File: config.mk
export PLATFORM = sky130hd
export DESIGN_NAME = rpf_framer
export DESIGN_NICKNAME = d
export VERILOG_FILES = /design/src/rpf_pkg.sv /design/src/rpf_framer.sv
export SDC_FILE = /design/constraint.sdc
export NUM_CORES = 2
export LEC_CHECK = 0
export ABC_AREA = 1
export BUFFER_PORTS_ARGS = -buffer_cell sky130_fd_sc_hd__buf_2
export CAP_MARGIN = 20
export CORE_ASPECT_RATIO = 0.75
export CORE_MARGIN = 5
export CORE_UTILIZATION = 53
export DETAILED_ROUTE_END_ITERATION = 6
export MAX_ROUTING_LAYER = met4
export PLACE_DENSITY = 0.77
export SLEW_MARGIN = 20
export SYNTH_ARGS = -nofsm -noshare
export SYNTH_HDL_FRONTEND = slang
export SYNTH_SLANG_ARGS = --single-unit
export TNS_END_PERCENT = 1
File: constraint.sdc
create_clock -name clk_sys_i -period 2.2 [get_ports clk_sys_i]
set_clock_uncertainty 0.05 [all_clocks]
set_input_delay 0.33 -clock clk_sys_i [delete_from_list [all_inputs] [get_ports clk_sys_i]]
set_output_delay 0.33 -clock clk_sys_i [all_outputs]
set_load 0.05 [all_outputs]
File: src/rpf_pkg.sv
// Shared constants and carrier types for the ranging/inertial packet framer.
// Assumes little-endian byte order on the serial stream throughout.
package rpf_pkg;

    // ---------------------------------------------------------------
    // Frame header
    // ---------------------------------------------------------------
    localparam logic [7:0]  RPF_ADDR_BCAST  = 8'hFF;
    localparam logic [7:0]  RPF_PKT_TYPE    = 8'h47;
    localparam logic [15:0] RPF_CODE_RAW    = 16'h0084;
    localparam logic [15:0] RPF_CODE_IMU    = 16'h0005;
    localparam logic [7:0]  RPF_LEN_RAW     = 8'd36;
    localparam logic [7:0]  RPF_LEN_IMU     = 8'd42;
    localparam int          RPF_HDR_BYTES   = 5;
    localparam int          RPF_CRC_OFS_RAW = 41;
    localparam int          RPF_CRC_OFS_IMU = 47;
    localparam int          RPF_MAX_BODY    = RPF_CRC_OFS_IMU;
    localparam int          RPF_ITEMS       = 4;
    localparam int          RPF_ITEM_BYTES  = 6;

    // ---------------------------------------------------------------
    // Check word
    // ---------------------------------------------------------------
    localparam logic [15:0] RPF_CRC_INIT    = 16'hFFFF;
    localparam logic [15:0] RPF_CRC_POLY    = 16'hA001;

    // ---------------------------------------------------------------
    // Timing
    // ---------------------------------------------------------------
    localparam int          RPF_CLK_NS      = 10;
    localparam int          RPF_IMU_PER_NS  = 10_000_000;
    localparam int          RPF_IMU_PER_CYC = RPF_IMU_PER_NS / RPF_CLK_NS;
    localparam int          RPF_FIFO_DEPTH  = 16;

    // ---------------------------------------------------------------
    // Carriers
    // ---------------------------------------------------------------
    typedef struct packed {
        logic        used;
        logic        invalid;
        logic [7:0]  addr;
        logic [31:0] dist_mm;
    } rpf_dist_item_t;

    typedef struct packed {
        logic [7:0]     tag_addr;
        rpf_dist_item_t [RPF_ITEMS-1:0] item;
        logic [63:0]    emit_ms;
        logic [15:0]    age_ms;
    } rpf_raw_meas_t;

    typedef struct packed {
        logic signed [31:0] pos_x;
        logic signed [31:0] pos_y;
        logic signed [31:0] pos_z;
        logic signed [15:0] q_w;
        logic signed [15:0] q_x;
        logic signed [15:0] q_y;
        logic signed [15:0] q_z;
        logic signed [15:0] vel_x;
        logic signed [15:0] vel_y;
        logic signed [15:0] vel_z;
        logic signed [15:0] acc_x;
        logic signed [15:0] acc_y;
        logic signed [15:0] acc_z;
        logic [7:0]         beacon_addr;
        logic [31:0]        ts_ms;
        logic [3:0]         na;
    } rpf_imu_t;

    typedef enum logic [1:0] {
        RPF_IDLE,
        RPF_BODY,
        RPF_CRC_LO,
        RPF_CRC_HI
    } rpf_state_t;

endpackage

File: src/rpf_framer.sv
// Packet framer: builds raw-distance and fused-inertial packets, byte-serial,
// through a small FIFO to the serial transmitter.
// Assumes all inputs are produced on clk_sys_i; the transmitter drains the FIFO.
// Holds one pending packet of each kind; a newer event replaces the older.
// Contract
// - Raw packet per measurement, sent after the coordinate packet finishes.
// - Raw packet only while raw-distance output is enabled.
// - Header is broadcast address, packet type, 16-bit code, length byte.
// - Data code selects layout: raw distances or processed inertial.
// - Length 36 for raw, 42 for inertial; payload from offset 5.
// - CRC-16 directly after payload, offsets 41 and 47; host verifies.
// - Raw payload: tag address, four six-byte items, unused address zero.
// - Each item carries 32-bit millimetre distance at item offset 1.
// - Item flag byte last; bit 0 marks invalid, rest zero.
// - Signed 64-bit epoch milliseconds emission time at payload offset 25.
// - 16-bit emission age follows timestamp at 33, then one reserved byte.
// - Inertial packet sent on each new inertial data set.
// - Beacon units: inertial packets at 100 Hz when fused output enabled.
// - Modem units: forward at update rate when forwarding enabled.
// - Inertial payload opens with signed 32-bit X, Y, Z millimetres.
// - Quaternion W, X, Y, Z signed 16-bit from offset 12.
// - Quaternion scaled so unit magnitude reads 10000.
// - Velocity X, Y, Z signed 16-bit mm/s at 20, 22, 24.
// - Acceleration X, Y, Z signed 16-bit mm/s2 at 26, 28, 30.
// - Flag byte at 38: bits 0-3 data unavailable; rest zero.
`timescale 1ns/1ps
`default_nettype none

module rpf_fifo #(
    parameter int W     = 8,
    parameter int DEPTH = 16
) (
    // Clock and reset
    input  wire logic         clk_sys_i,
    input  wire logic         sys_rst_i,
    input  wire logic         ce_i,
    // Fill side
    input  wire logic         in_valid_i,
    output logic              in_ready_o,
    input  wire logic [W-1:0] in_data_i,
    // Drain side
    output logic              out_valid_o,
    input  wire logic         out_ready_i,
    output logic [W-1:0]      out_data_o
);
    localparam int AW = $clog2(DEPTH);

    if (DEPTH < 2 || (1 << AW) != DEPTH) begin : g_chk
        $error("rpf_fifo: DEPTH must be a power of two, at least 2");
    end

    logic [W-1:0] mem_q [DEPTH];
    logic [AW:0]  wr_q;
    logic [AW:0]  rd_q;
    // Extra pointer bit tells full from empty
    wire          full  = (wr_q[AW] != rd_q[AW]) && (wr_q[AW-1:0] == rd_q[AW-1:0]);
    wire          empty = (wr_q == rd_q);
    wire          push  = ce_i && in_valid_i && !full;
    wire          pop   = ce_i && out_ready_i && !empty;

    assign in_ready_o  = !full;
    assign out_valid_o = !empty;
    assign out_data_o  = mem_q[rd_q[AW-1:0]];

    always_ff @(posedge clk_sys_i) begin
        if (sys_rst_i) begin
            wr_q <= '0;
            rd_q <= '0;
        end else begin
            if (push) wr_q <= wr_q + 1'b1;
            if (pop)  rd_q <= rd_q + 1'b1;
        end
    end

    // Storage needs no reset; pointers guard it
    always_ff @(posedge clk_sys_i) begin
        if (push) mem_q[wr_q[AW-1:0]] <= in_data_i;
    end
endmodule // rpf_fifo

// ---------------------------------------------------------------
// One distance item: address, distance, flag byte
// ---------------------------------------------------------------
module rpf_item_pack
    import rpf_pkg::*;
#(
    parameter int ITEM_W = RPF_ITEM_BYTES * 8
) (
    // Item fields
    input  wire rpf_dist_item_t item_i,
    // Packed bytes, first byte in the low bits
    output logic [ITEM_W-1:0]   bytes_o
);
    if (ITEM_W != RPF_ITEM_BYTES * 8) begin : g_chk
        $error("rpf_item_pack: ITEM_W must match the item layout");
    end

    // Unused slots send a zero address so the host skips them
    wire [7:0] addr_byte = item_i.used ? item_i.addr : 8'h00;
    wire [7:0] flag_byte = {7'h00, item_i.invalid};

    assign bytes_o = {flag_byte, item_i.dist_mm, addr_byte};
endmodule // rpf_item_pack

module rpf_framer
    import rpf_pkg::*;
#(
    parameter int IMU_PERIOD_CYC = RPF_IMU_PER_CYC,
    parameter int FIFO_DEPTH     = RPF_FIFO_DEPTH
) (
    // Clock, reset, enable
    input  wire logic          clk_sys_i,
    input  wire logic          sys_rst_i,
    input  wire logic          ce_i,
    // Settings
    input  wire logic          raw_dist_enable_i,
    input  wire logic          fused_inertial_output_enable_i,
    input  wire logic          inertial_forward_enable_i,
    input  wire logic          unit_is_modem_i,
    // Measurement events
    input  wire logic          meas_done_i,
    input  wire rpf_raw_meas_t meas_i,
    input  wire logic          coord_pkt_done_i,
    input  wire logic          imu_new_i,
    input  wire rpf_imu_t      imu_i,
    // Serial byte stream
    output logic               tx_valid_o,
    input  wire logic          tx_ready_i,
    output logic [7:0]         tx_data_o,
    // Status
    output logic               busy_o,
    output logic               frame_done_o
);
    localparam int BODY_W = RPF_MAX_BODY * 8;

    if (IMU_PERIOD_CYC < 1 || FIFO_DEPTH < 2) begin : g_chk
        $error("rpf_framer: IMU_PERIOD_CYC and FIFO_DEPTH out of range");
    end

    // Length bytes must match the layout, or the host mis-sizes frames
    if (RPF_HDR_BYTES + int'(RPF_LEN_RAW) != RPF_CRC_OFS_RAW ||
        RPF_HDR_BYTES + int'(RPF_LEN_IMU) != RPF_CRC_OFS_IMU ||
        RPF_MAX_BODY > 63) begin : g_len_chk
        $error("rpf_framer: frame layout does not fit the length bytes");
    end

    // ---------------------------------------------------------------
    // CRC step, one byte, reflected
    // ---------------------------------------------------------------
    function automatic logic [15:0] crc_byte(input logic [15:0] c, input logic [7:0] b);
        logic [15:0] r;
        r = c ^ {8'h00, b};
        for (int i = 0; i < 8; i++) begin
            r = r[0] ? ((r >> 1) ^ RPF_CRC_POLY) : (r >> 1);
        end
        return r;
    endfunction

    // ---------------------------------------------------------------
    // Raw frame image, byte 0 in the low bits
    // ---------------------------------------------------------------
    localparam int ITEM_W = RPF_ITEM_BYTES * 8;

    rpf_raw_meas_t              meas_q;
    rpf_imu_t                   imu_q;
    wire [RPF_ITEMS*ITEM_W-1:0] items_img;

    // Item 0 goes out first
    for (genvar k = 0; k < RPF_ITEMS; k++) begin : g_item
        rpf_item_pack #(
            .ITEM_W (ITEM_W)
        ) u_item (
            .item_i  (meas_q.item[k]),
            .bytes_o (items_img[k*ITEM_W +: ITEM_W])
        );
    end

    wire [RPF_CRC_OFS_RAW*8-1:0] raw_img = {
        8'h00,                 // reserved byte 35
        meas_q.age_ms,         // at 33
        meas_q.emit_ms,        // at 25
        items_img,
        meas_q.tag_addr,
        RPF_LEN_RAW,
        RPF_CODE_RAW,
        RPF_PKT_TYPE,
        RPF_ADDR_BCAST
    };

    // ---------------------------------------------------------------
    // Inertial frame image
    // ---------------------------------------------------------------
    // Upper flag bits and the tail bytes stay zero
    wire [7:0]                   imu_flags = {4'h0, imu_q.na};
    wire [RPF_CRC_OFS_IMU*8-1:0] imu_img = {
        24'h000000,            // reserved 39..41
        imu_flags,
        imu_q.ts_ms,
        8'h00,
        imu_q.beacon_addr,
        imu_q.acc_z, imu_q.acc_y, imu_q.acc_x,
        imu_q.vel_z, imu_q.vel_y, imu_q.vel_x,
        imu_q.q_z, imu_q.q_y, imu_q.q_x, imu_q.q_w,
        imu_q.pos_z, imu_q.pos_y, imu_q.pos_x,
        RPF_LEN_IMU,
        RPF_CODE_IMU,
        RPF_PKT_TYPE,
        RPF_ADDR_BCAST
    };

    // ---------------------------------------------------------------
    // Event gating
    // ---------------------------------------------------------------
    logic        raw_pend_q;
    logic        coord_seen_q;
    logic        imu_pend_q;
    logic [31:0] pace_q;
    rpf_state_t  state_q;
    rpf_state_t  state_d;
    logic [BODY_W-1:0] sh_q;
    logic [5:0]  left_q;
    logic [15:0] crc_q;
    logic        done_q;

    // Beacon units pace to 100 Hz; modem units forward every update
    wire imu_en   = unit_is_modem_i ? inertial_forward_enable_i
                                    : fused_inertial_output_enable_i;
    wire pace_ok  = unit_is_modem_i || (pace_q == 32'h0);
    wire imu_take = imu_new_i && imu_en && pace_ok;
    wire raw_take = meas_done_i && raw_dist_enable_i;
    wire raw_go   = raw_pend_q && (coord_seen_q || coord_pkt_done_i);
    wire idle     = (state_q == RPF_IDLE);
    wire start_raw = idle && raw_go;
    wire start_imu = idle && !raw_go && imu_pend_q;

    // ---------------------------------------------------------------
    // Byte selection toward the FIFO
    // ---------------------------------------------------------------
    logic       fifo_in_ready;
    wire  [7:0] body_byte = sh_q[7:0];
    wire  [7:0] push_byte = (state_q == RPF_BODY)   ? body_byte :
                            (state_q == RPF_CRC_LO) ? crc_q[7:0] : crc_q[15:8];
    wire        push_vld  = !idle;
    wire        step      = ce_i && push_vld && fifo_in_ready;

    always_ff @(posedge clk_sys_i) begin
        if (sys_rst_i) begin
            raw_pend_q   <= 1'b0;
            coord_seen_q <= 1'b0;
        end else if (ce_i) begin
            if (raw_take) begin
                raw_pend_q   <= 1'b1;
                coord_seen_q <= 1'b0;
            end else if (start_raw) begin
                raw_pend_q   <= 1'b0;
                coord_seen_q <= 1'b0;
            end else if (coord_pkt_done_i && raw_pend_q) begin
                coord_seen_q <= 1'b1;
            end
        end
    end

    // Newest measurement wins while a packet waits
    always_ff @(posedge clk_sys_i) begin
        if (sys_rst_i) begin
            meas_q <= '0;
            imu_q  <= '0;
        end else if (ce_i) begin
            if (raw_take) meas_q <= meas_i;
            if (imu_take) imu_q  <= imu_i;
        end
    end

    // New sample beats the clear when both land together
    always_ff @(posedge clk_sys_i) begin
        if (sys_rst_i) begin
            imu_pend_q <= 1'b0;
        end else if (ce_i) begin
            if (imu_take)       imu_pend_q <= 1'b1;
            else if (start_imu) imu_pend_q <= 1'b0;
        end
    end

    // Pacing restarts from each accepted sample, not from a free tick
    always_ff @(posedge clk_sys_i) begin
        if (sys_rst_i) begin
            pace_q <= '0;
        end else if (ce_i) begin
            if (imu_take)             pace_q <= 32'(IMU_PERIOD_CYC - 1);
            else if (pace_q != 32'h0) pace_q <= pace_q - 32'h1;
        end
    end

    // ---------------------------------------------------------------
    // Serialiser
    // ---------------------------------------------------------------
    wire              go        = start_raw || start_imu;
    wire [BODY_W-1:0] load_img  = start_raw ? BODY_W'(raw_img) : imu_img;
    wire [5:0]        load_len  = start_raw ? 6'(RPF_CRC_OFS_RAW)
                                            : 6'(RPF_CRC_OFS_IMU);
    wire              body_step = step && (state_q == RPF_BODY);
    wire              last_body = (left_q == 6'd1);

    // Check word follows the last body byte, low byte first
    always_comb begin
        state_d = state_q;
        unique case (state_q)
            RPF_IDLE:   if (go) state_d = RPF_BODY;
            RPF_BODY:   if (body_step && last_body) state_d = RPF_CRC_LO;
            RPF_CRC_LO: if (step) state_d = RPF_CRC_HI;
            RPF_CRC_HI: if (step) state_d = RPF_IDLE;
        endcase
    end

    always_ff @(posedge clk_sys_i) begin
        if (sys_rst_i) begin
            state_q <= RPF_IDLE;
            done_q  <= 1'b0;
        end else if (ce_i) begin
            state_q <= state_d;
            done_q  <= step && (state_q == RPF_CRC_HI);
        end
    end

    // Image loads whole at start, then drains a byte per accepted push
    always_ff @(posedge clk_sys_i) begin
        if (sys_rst_i) begin
            sh_q   <= '0;
            left_q <= '0;
        end else if (ce_i) begin
            if (go) begin
                sh_q   <= load_img;
                left_q <= load_len;
            end else if (body_step) begin
                sh_q   <= sh_q >> 8;
                left_q <= left_q - 6'd1;
            end
        end
    end

    // Seeded in idle so every frame's check word starts fresh
    always_ff @(posedge clk_sys_i) begin
        if (sys_rst_i) begin
            crc_q <= RPF_CRC_INIT;
        end else if (ce_i) begin
            if (idle)           crc_q <= RPF_CRC_INIT;
            else if (body_step) crc_q <= crc_byte(crc_q, body_byte);
        end
    end

    rpf_fifo #(
        .W     (8),
        .DEPTH (FIFO_DEPTH)
    ) u_fifo (
        .clk_sys_i   (clk_sys_i),
        .sys_rst_i   (sys_rst_i),
        .ce_i        (ce_i),
        .in_valid_i  (push_vld),
        .in_ready_o  (fifo_in_ready),
        .in_data_i   (push_byte),
        .out_valid_o (tx_valid_o),
        .out_ready_i (tx_ready_i),
        .out_data_o  (tx_data_o)
    );

    assign busy_o       = !idle;
    assign frame_done_o = done_q;

endmodule // rpf_framer

`default_nettype wire

==> results.py <==
metrics = {
    "outcome": {
        "outcome": "complete, but fails checks",
        "violations": "DRC, setup timing",
    },
    "worst_hold_path": {
        "hold_path_startpoint": "imu_i[285]",
        "min_path_type": "input port to flop",
        "min_to": "imu_img[57]$_SDFFE_PP0P_",
        "holdPathStages": 4,
    },
    "placed_design": {
        "io_buffer_count": 577,
        "routabilityCongestion": 0.9051,
        "hpwl_um": 100200,
        "dpl_cell_area_um2": 52470,
    },
    "power": {
        "intPower_mw": 41.64,
        "p_sw_frac": 0.3311,
        "leakage_nw": 26.53,
        "vdd_drop_max_v": 0.0006736,
        "comb_power_share": 0.301,
        "pwr-share-seq": 0.390,
        "p_per_area_nw_per_um2": 1007,
        "switchingPower_mw": 20.61,
        "clkPwrFrac": 0.309,
    },
    "timing": {
        "finalCritPeriodShare": 1.176,
        "slew_headroom": 0.03556,
        "maxSlewViolCount": 0,
        "grt_setup_unrepaired": "yes",
        "final.setup.worst_slack_ps": -386.7,
        "period_needed_ps": 2587,
        "max_freq_ghz": 0.3866,
        "tightest_slew_ps": 1432,
        "finalHoldViolCount": 0,
        "holdWs_ps": 23.04,
        "setup_viol": 62,
    },
    "clock_tree": {
        "cts_buffer_depth": 3,
        "clock_latency_ps": 690,
        "clock-sinks": 1106,
        "htreeDepth": 3,
        "post_cts_buffers": 0,
        "cts_buffers": 106,
        "cts_tree": "yes",
        "cts_root_buf": "clkbuf_16",
        "path_clk_slew_ps": 70,
    },
    "final_layout": {
        "layout-drive-gt1-share": 0.1592,
        "n_fill_cell": 6123,
        "post-route-util": 0.7054,
        "multi_input_area_um2": 18880,
        "seqCellArea_um2": 23430,
        "final_nets": 7848,
        "layout-area-overhead-vs-synth_pct": 32.19,
        "final_area_um2": 61810,
    },
    "critical_path": {
        "r2r-end": "imu_img[83]$_SDFFE_PP0P_",
        "end_kind": "primary output",
        "cp_num_buf_inv": 2,
        "worstPathArrival_ps": 2210,
        "cp-start-kind": "flop",
        "cp.required_ps": 1820,
        "worstReg2RegStart": "pace_q[16]$_SDFFE_PP0P_",
        "cp_cell_sequence": "bufbuf_16 -> o21ai_0 -> o21ai_1 -> o211ai_1 -> nand2_1 -> buf_12",
        "slowest_stage": "dfxtp_4",
        "r2r_cells": 13,
        "cp_max_fo": 26,
        "slowest_delay_ps": 390,
        "crit_type": "flop to primary output",
        "path_delay_family": "compound AO/OA/AOI/OAI gates",
        "reg2reg_slack_ps": -240,
    },
    "floorplan": {
        "die_area_um2": 94330,
        "die_x_um": 353.0,
        "rows": 94,
        "core-area_um2": 87620,
        "die_h_um": 267.2,
        "ioPinCount": 578,
        "start_util": 0.5337,
    },
    "synthesis": {
        "ys_seq_area_frac": 0.5009,
        "synthCells": 6166,
        "yosys_warnings": 0,
        "yosysUniqueCellTypes": 41,
        "ys_ff_latch": 1106,
        "synth_area_um2": 46760,
        "syn-num-nets": 6746,
        "synth.avg_cell_area_um2": 7.583,
    },
    "flow_run": {
        "max-cap-violations": 0,
    },
    "drt": {
        "drc": 36,
        "drt_wl_total_um": 176400,
        "drt-vias-per-instance": 5.803,
        "detail_route.wl_per_cell_um": 20.64,
        "vias": 49600,
        "final_antenna_net_count": 0,
        "drtIter0Drc": 6956,
        "drtPass1Iterations": 7,
    },
    "grt": {
        "grt_pass1_wl_um": 268700,
        "grt_max_degree": 106,
        "overflow": 0,
        "track_usage": 0.3691,
        "grt_pass1_vias": 47680,
        "antenna_found_initial": 36,
    },
}
==> cells by family (layout without fill, tap and decap cells) <==
family,after synthesis,count (layout),synth area share
mux,32,32,0.006850
simple gates,1669,1669,0.1389
other cells,0,46,0
fa+ha+maj,13,13,0.003479
flops,1106,1106,0.5009
buf+inv,1078,2261,0.1001
compound gates,2221,2221,0.2410
xor+xnor,47,47,0.008803
==> metrics by stage <==
step	TNS, ps	setup WS [ps]	cells	power [mW]
4_1_cts	-6316	-403.2	8501	61.06
2_1_floorplan	0	14.22	6166	34.38
3_5_place_dp	-5978	-128.0	7776	41.20
6_report	-6541	-386.7	8547	62.25
5_1_grt	-33510	-470.2	8531	64.98
3_3_place_gp	-1423	-90.56	7776	40.85
==> cells in the mapped netlist (all sizes together) <==
| cell type | instances | area share |
|---|---|---|
| a21boi | 1 | 0.00016 |
| nand3 | 90 | 0.0096 |
| edfxtp | 128 | 0.082 |
| clkbuf | 316 | 0.025 |
| xnor2 | 15 | 0.0028 |
| or2 | 5 | 0.00072 |
| nor2 | 803 | 0.065 |
| nand2 | 747 | 0.061 |
| inv | 612 | 0.049 |
| ha | 13 | 0.0035 |
| o21ai | 1519 | 0.16 |
| a211oi | 1 | 0.00016 |
| o21a | 3 | 0.00048 |
| buf | 149 | 0.025 |
| nand4 | 8 | 0.0011 |
| nor4 | 5 | 0.00080 |
| nor3 | 9 | 0.0011 |
| dfxtp | 978 | 0.42 |
| clkinv | 1 | 0.00011 |
| o211ai | 32 | 0.0051 |
| or3 | 1 | 0.00013 |
| xor2 | 32 | 0.0060 |
| a22oi | 3 | 0.00048 |
| a21oi | 651 | 0.070 |
| nor3b | 1 | 0.00016 |
| o22ai | 11 | 0.0015 |
| mux2i | 32 | 0.0069 |
==> cells in the final DEF, fill, tap and decap left out, types with 14 or more instances in the layout <==
cell type      instances
clkbuf_1              24
a21oi_2               14
dlygate4sd3_1        534
buf_2                567
nand3_1               88
nor2_1               788
buf_4                261
dfxtp_1              977
o21ai_0             1274
nand2_1              730
inv_1                604
a21oi_1              637
o21ai_1              231
clkbuf_16            108
buf_12                83
diode_2               46
edfxtp_1             128
xnor2_1               15
xor2_1                32
clkbuf_8              21
o211ai_1              32
mux2i_1               30
==> timing repair <==
| action | 4_1_cts | 5_1_grt |
|---|---|---|
| gates cloned | 2 | 0 |
| endpoints found under the hold margin | 534 | 0 |
| endpoints found under the setup margin | 335 | 658 |
| hold buffers | 534 | 0 |
| pin swaps | 13 | 10 |
| gates resized for setup | 46 | 119 |
==> layout make-up <==
class / instances / area share
multi-input combinational: 3982 / 0.3055
sequential: 1106 / 0.3790
tap: 1152 / 0.02332
antenna: 46 / 0.001862
inverter: 613 / 0.03771
clock buffer: 153 / 0.04986
clock inverter: 36 / 0.008299
timing repair buffer: 1459 / 0.1944
==> worst reg2reg max path: cells and delay by family (launching register included) <==
family / cells / cell delay, ps
simple gates: 8 / 980
flops: 1 / 320
buf+inv: 3 / 670
compound gates: 2 / 310
==> registers in the layout (all words and copies together) (netlist names), 6 cells and up, named ones only <==
signal / flops
pace_q: 32
meas_q: 256
left_q: 6
crc_q: 16
u_fifo.mem_q: 128
imu_img: 296
sh_q: 348
==> how the worst max path moves through the flow <==
stage                             from                  endpoint  slack, ps  depth (start not counted)
2_1_floorplan                     flop              tx_data_o[0]         10                          7
3_3_place_gp   pace_q[16]$_SDFFE_PP0P_  imu_img[85]$_SDFFE_PP0P_        -90                         13
3_5_place_dp   pace_q[20]$_SDFFE_PP0P_  imu_img[85]$_SDFFE_PP0P_       -130                         13
4_1_cts                           flop              tx_data_o[0]       -400                          6
5_1_grt                           flop              tx_data_o[4]       -470                          7
6_report                          flop              tx_data_o[5]       -390                          6
==> routing by layer <==
| metal | track usage | vias to the layer above | wire length, µm |
|---|---|---|---|
| met2 | 0.5499 | 3467 | 77620 |
| li1 | - | 22490 | - |
| met3 | 0.09845 | 1024 | 19350 |
| met4 | 0.2230 | 0 | 12970 |
| met1 | 0.4517 | 22620 | 66450 |
| met5 | - | - | 0 |
==> power by group through the flow <==
stage / clock (mW) / combinational, mW / sequential [mW]
final: 19.3 / 18.7 / 24.3
after global routing: 20.2 / 20.4 / 24.4
after CTS: 19.2 / 17.8 / 24.1
after detailed placement: 0 / 16.7 / 24.5
after global placement: 0 / 16.4 / 24.5
after floorplan: 0 / 10.0 / 24.4
Power figures use the tool's default switching activity.
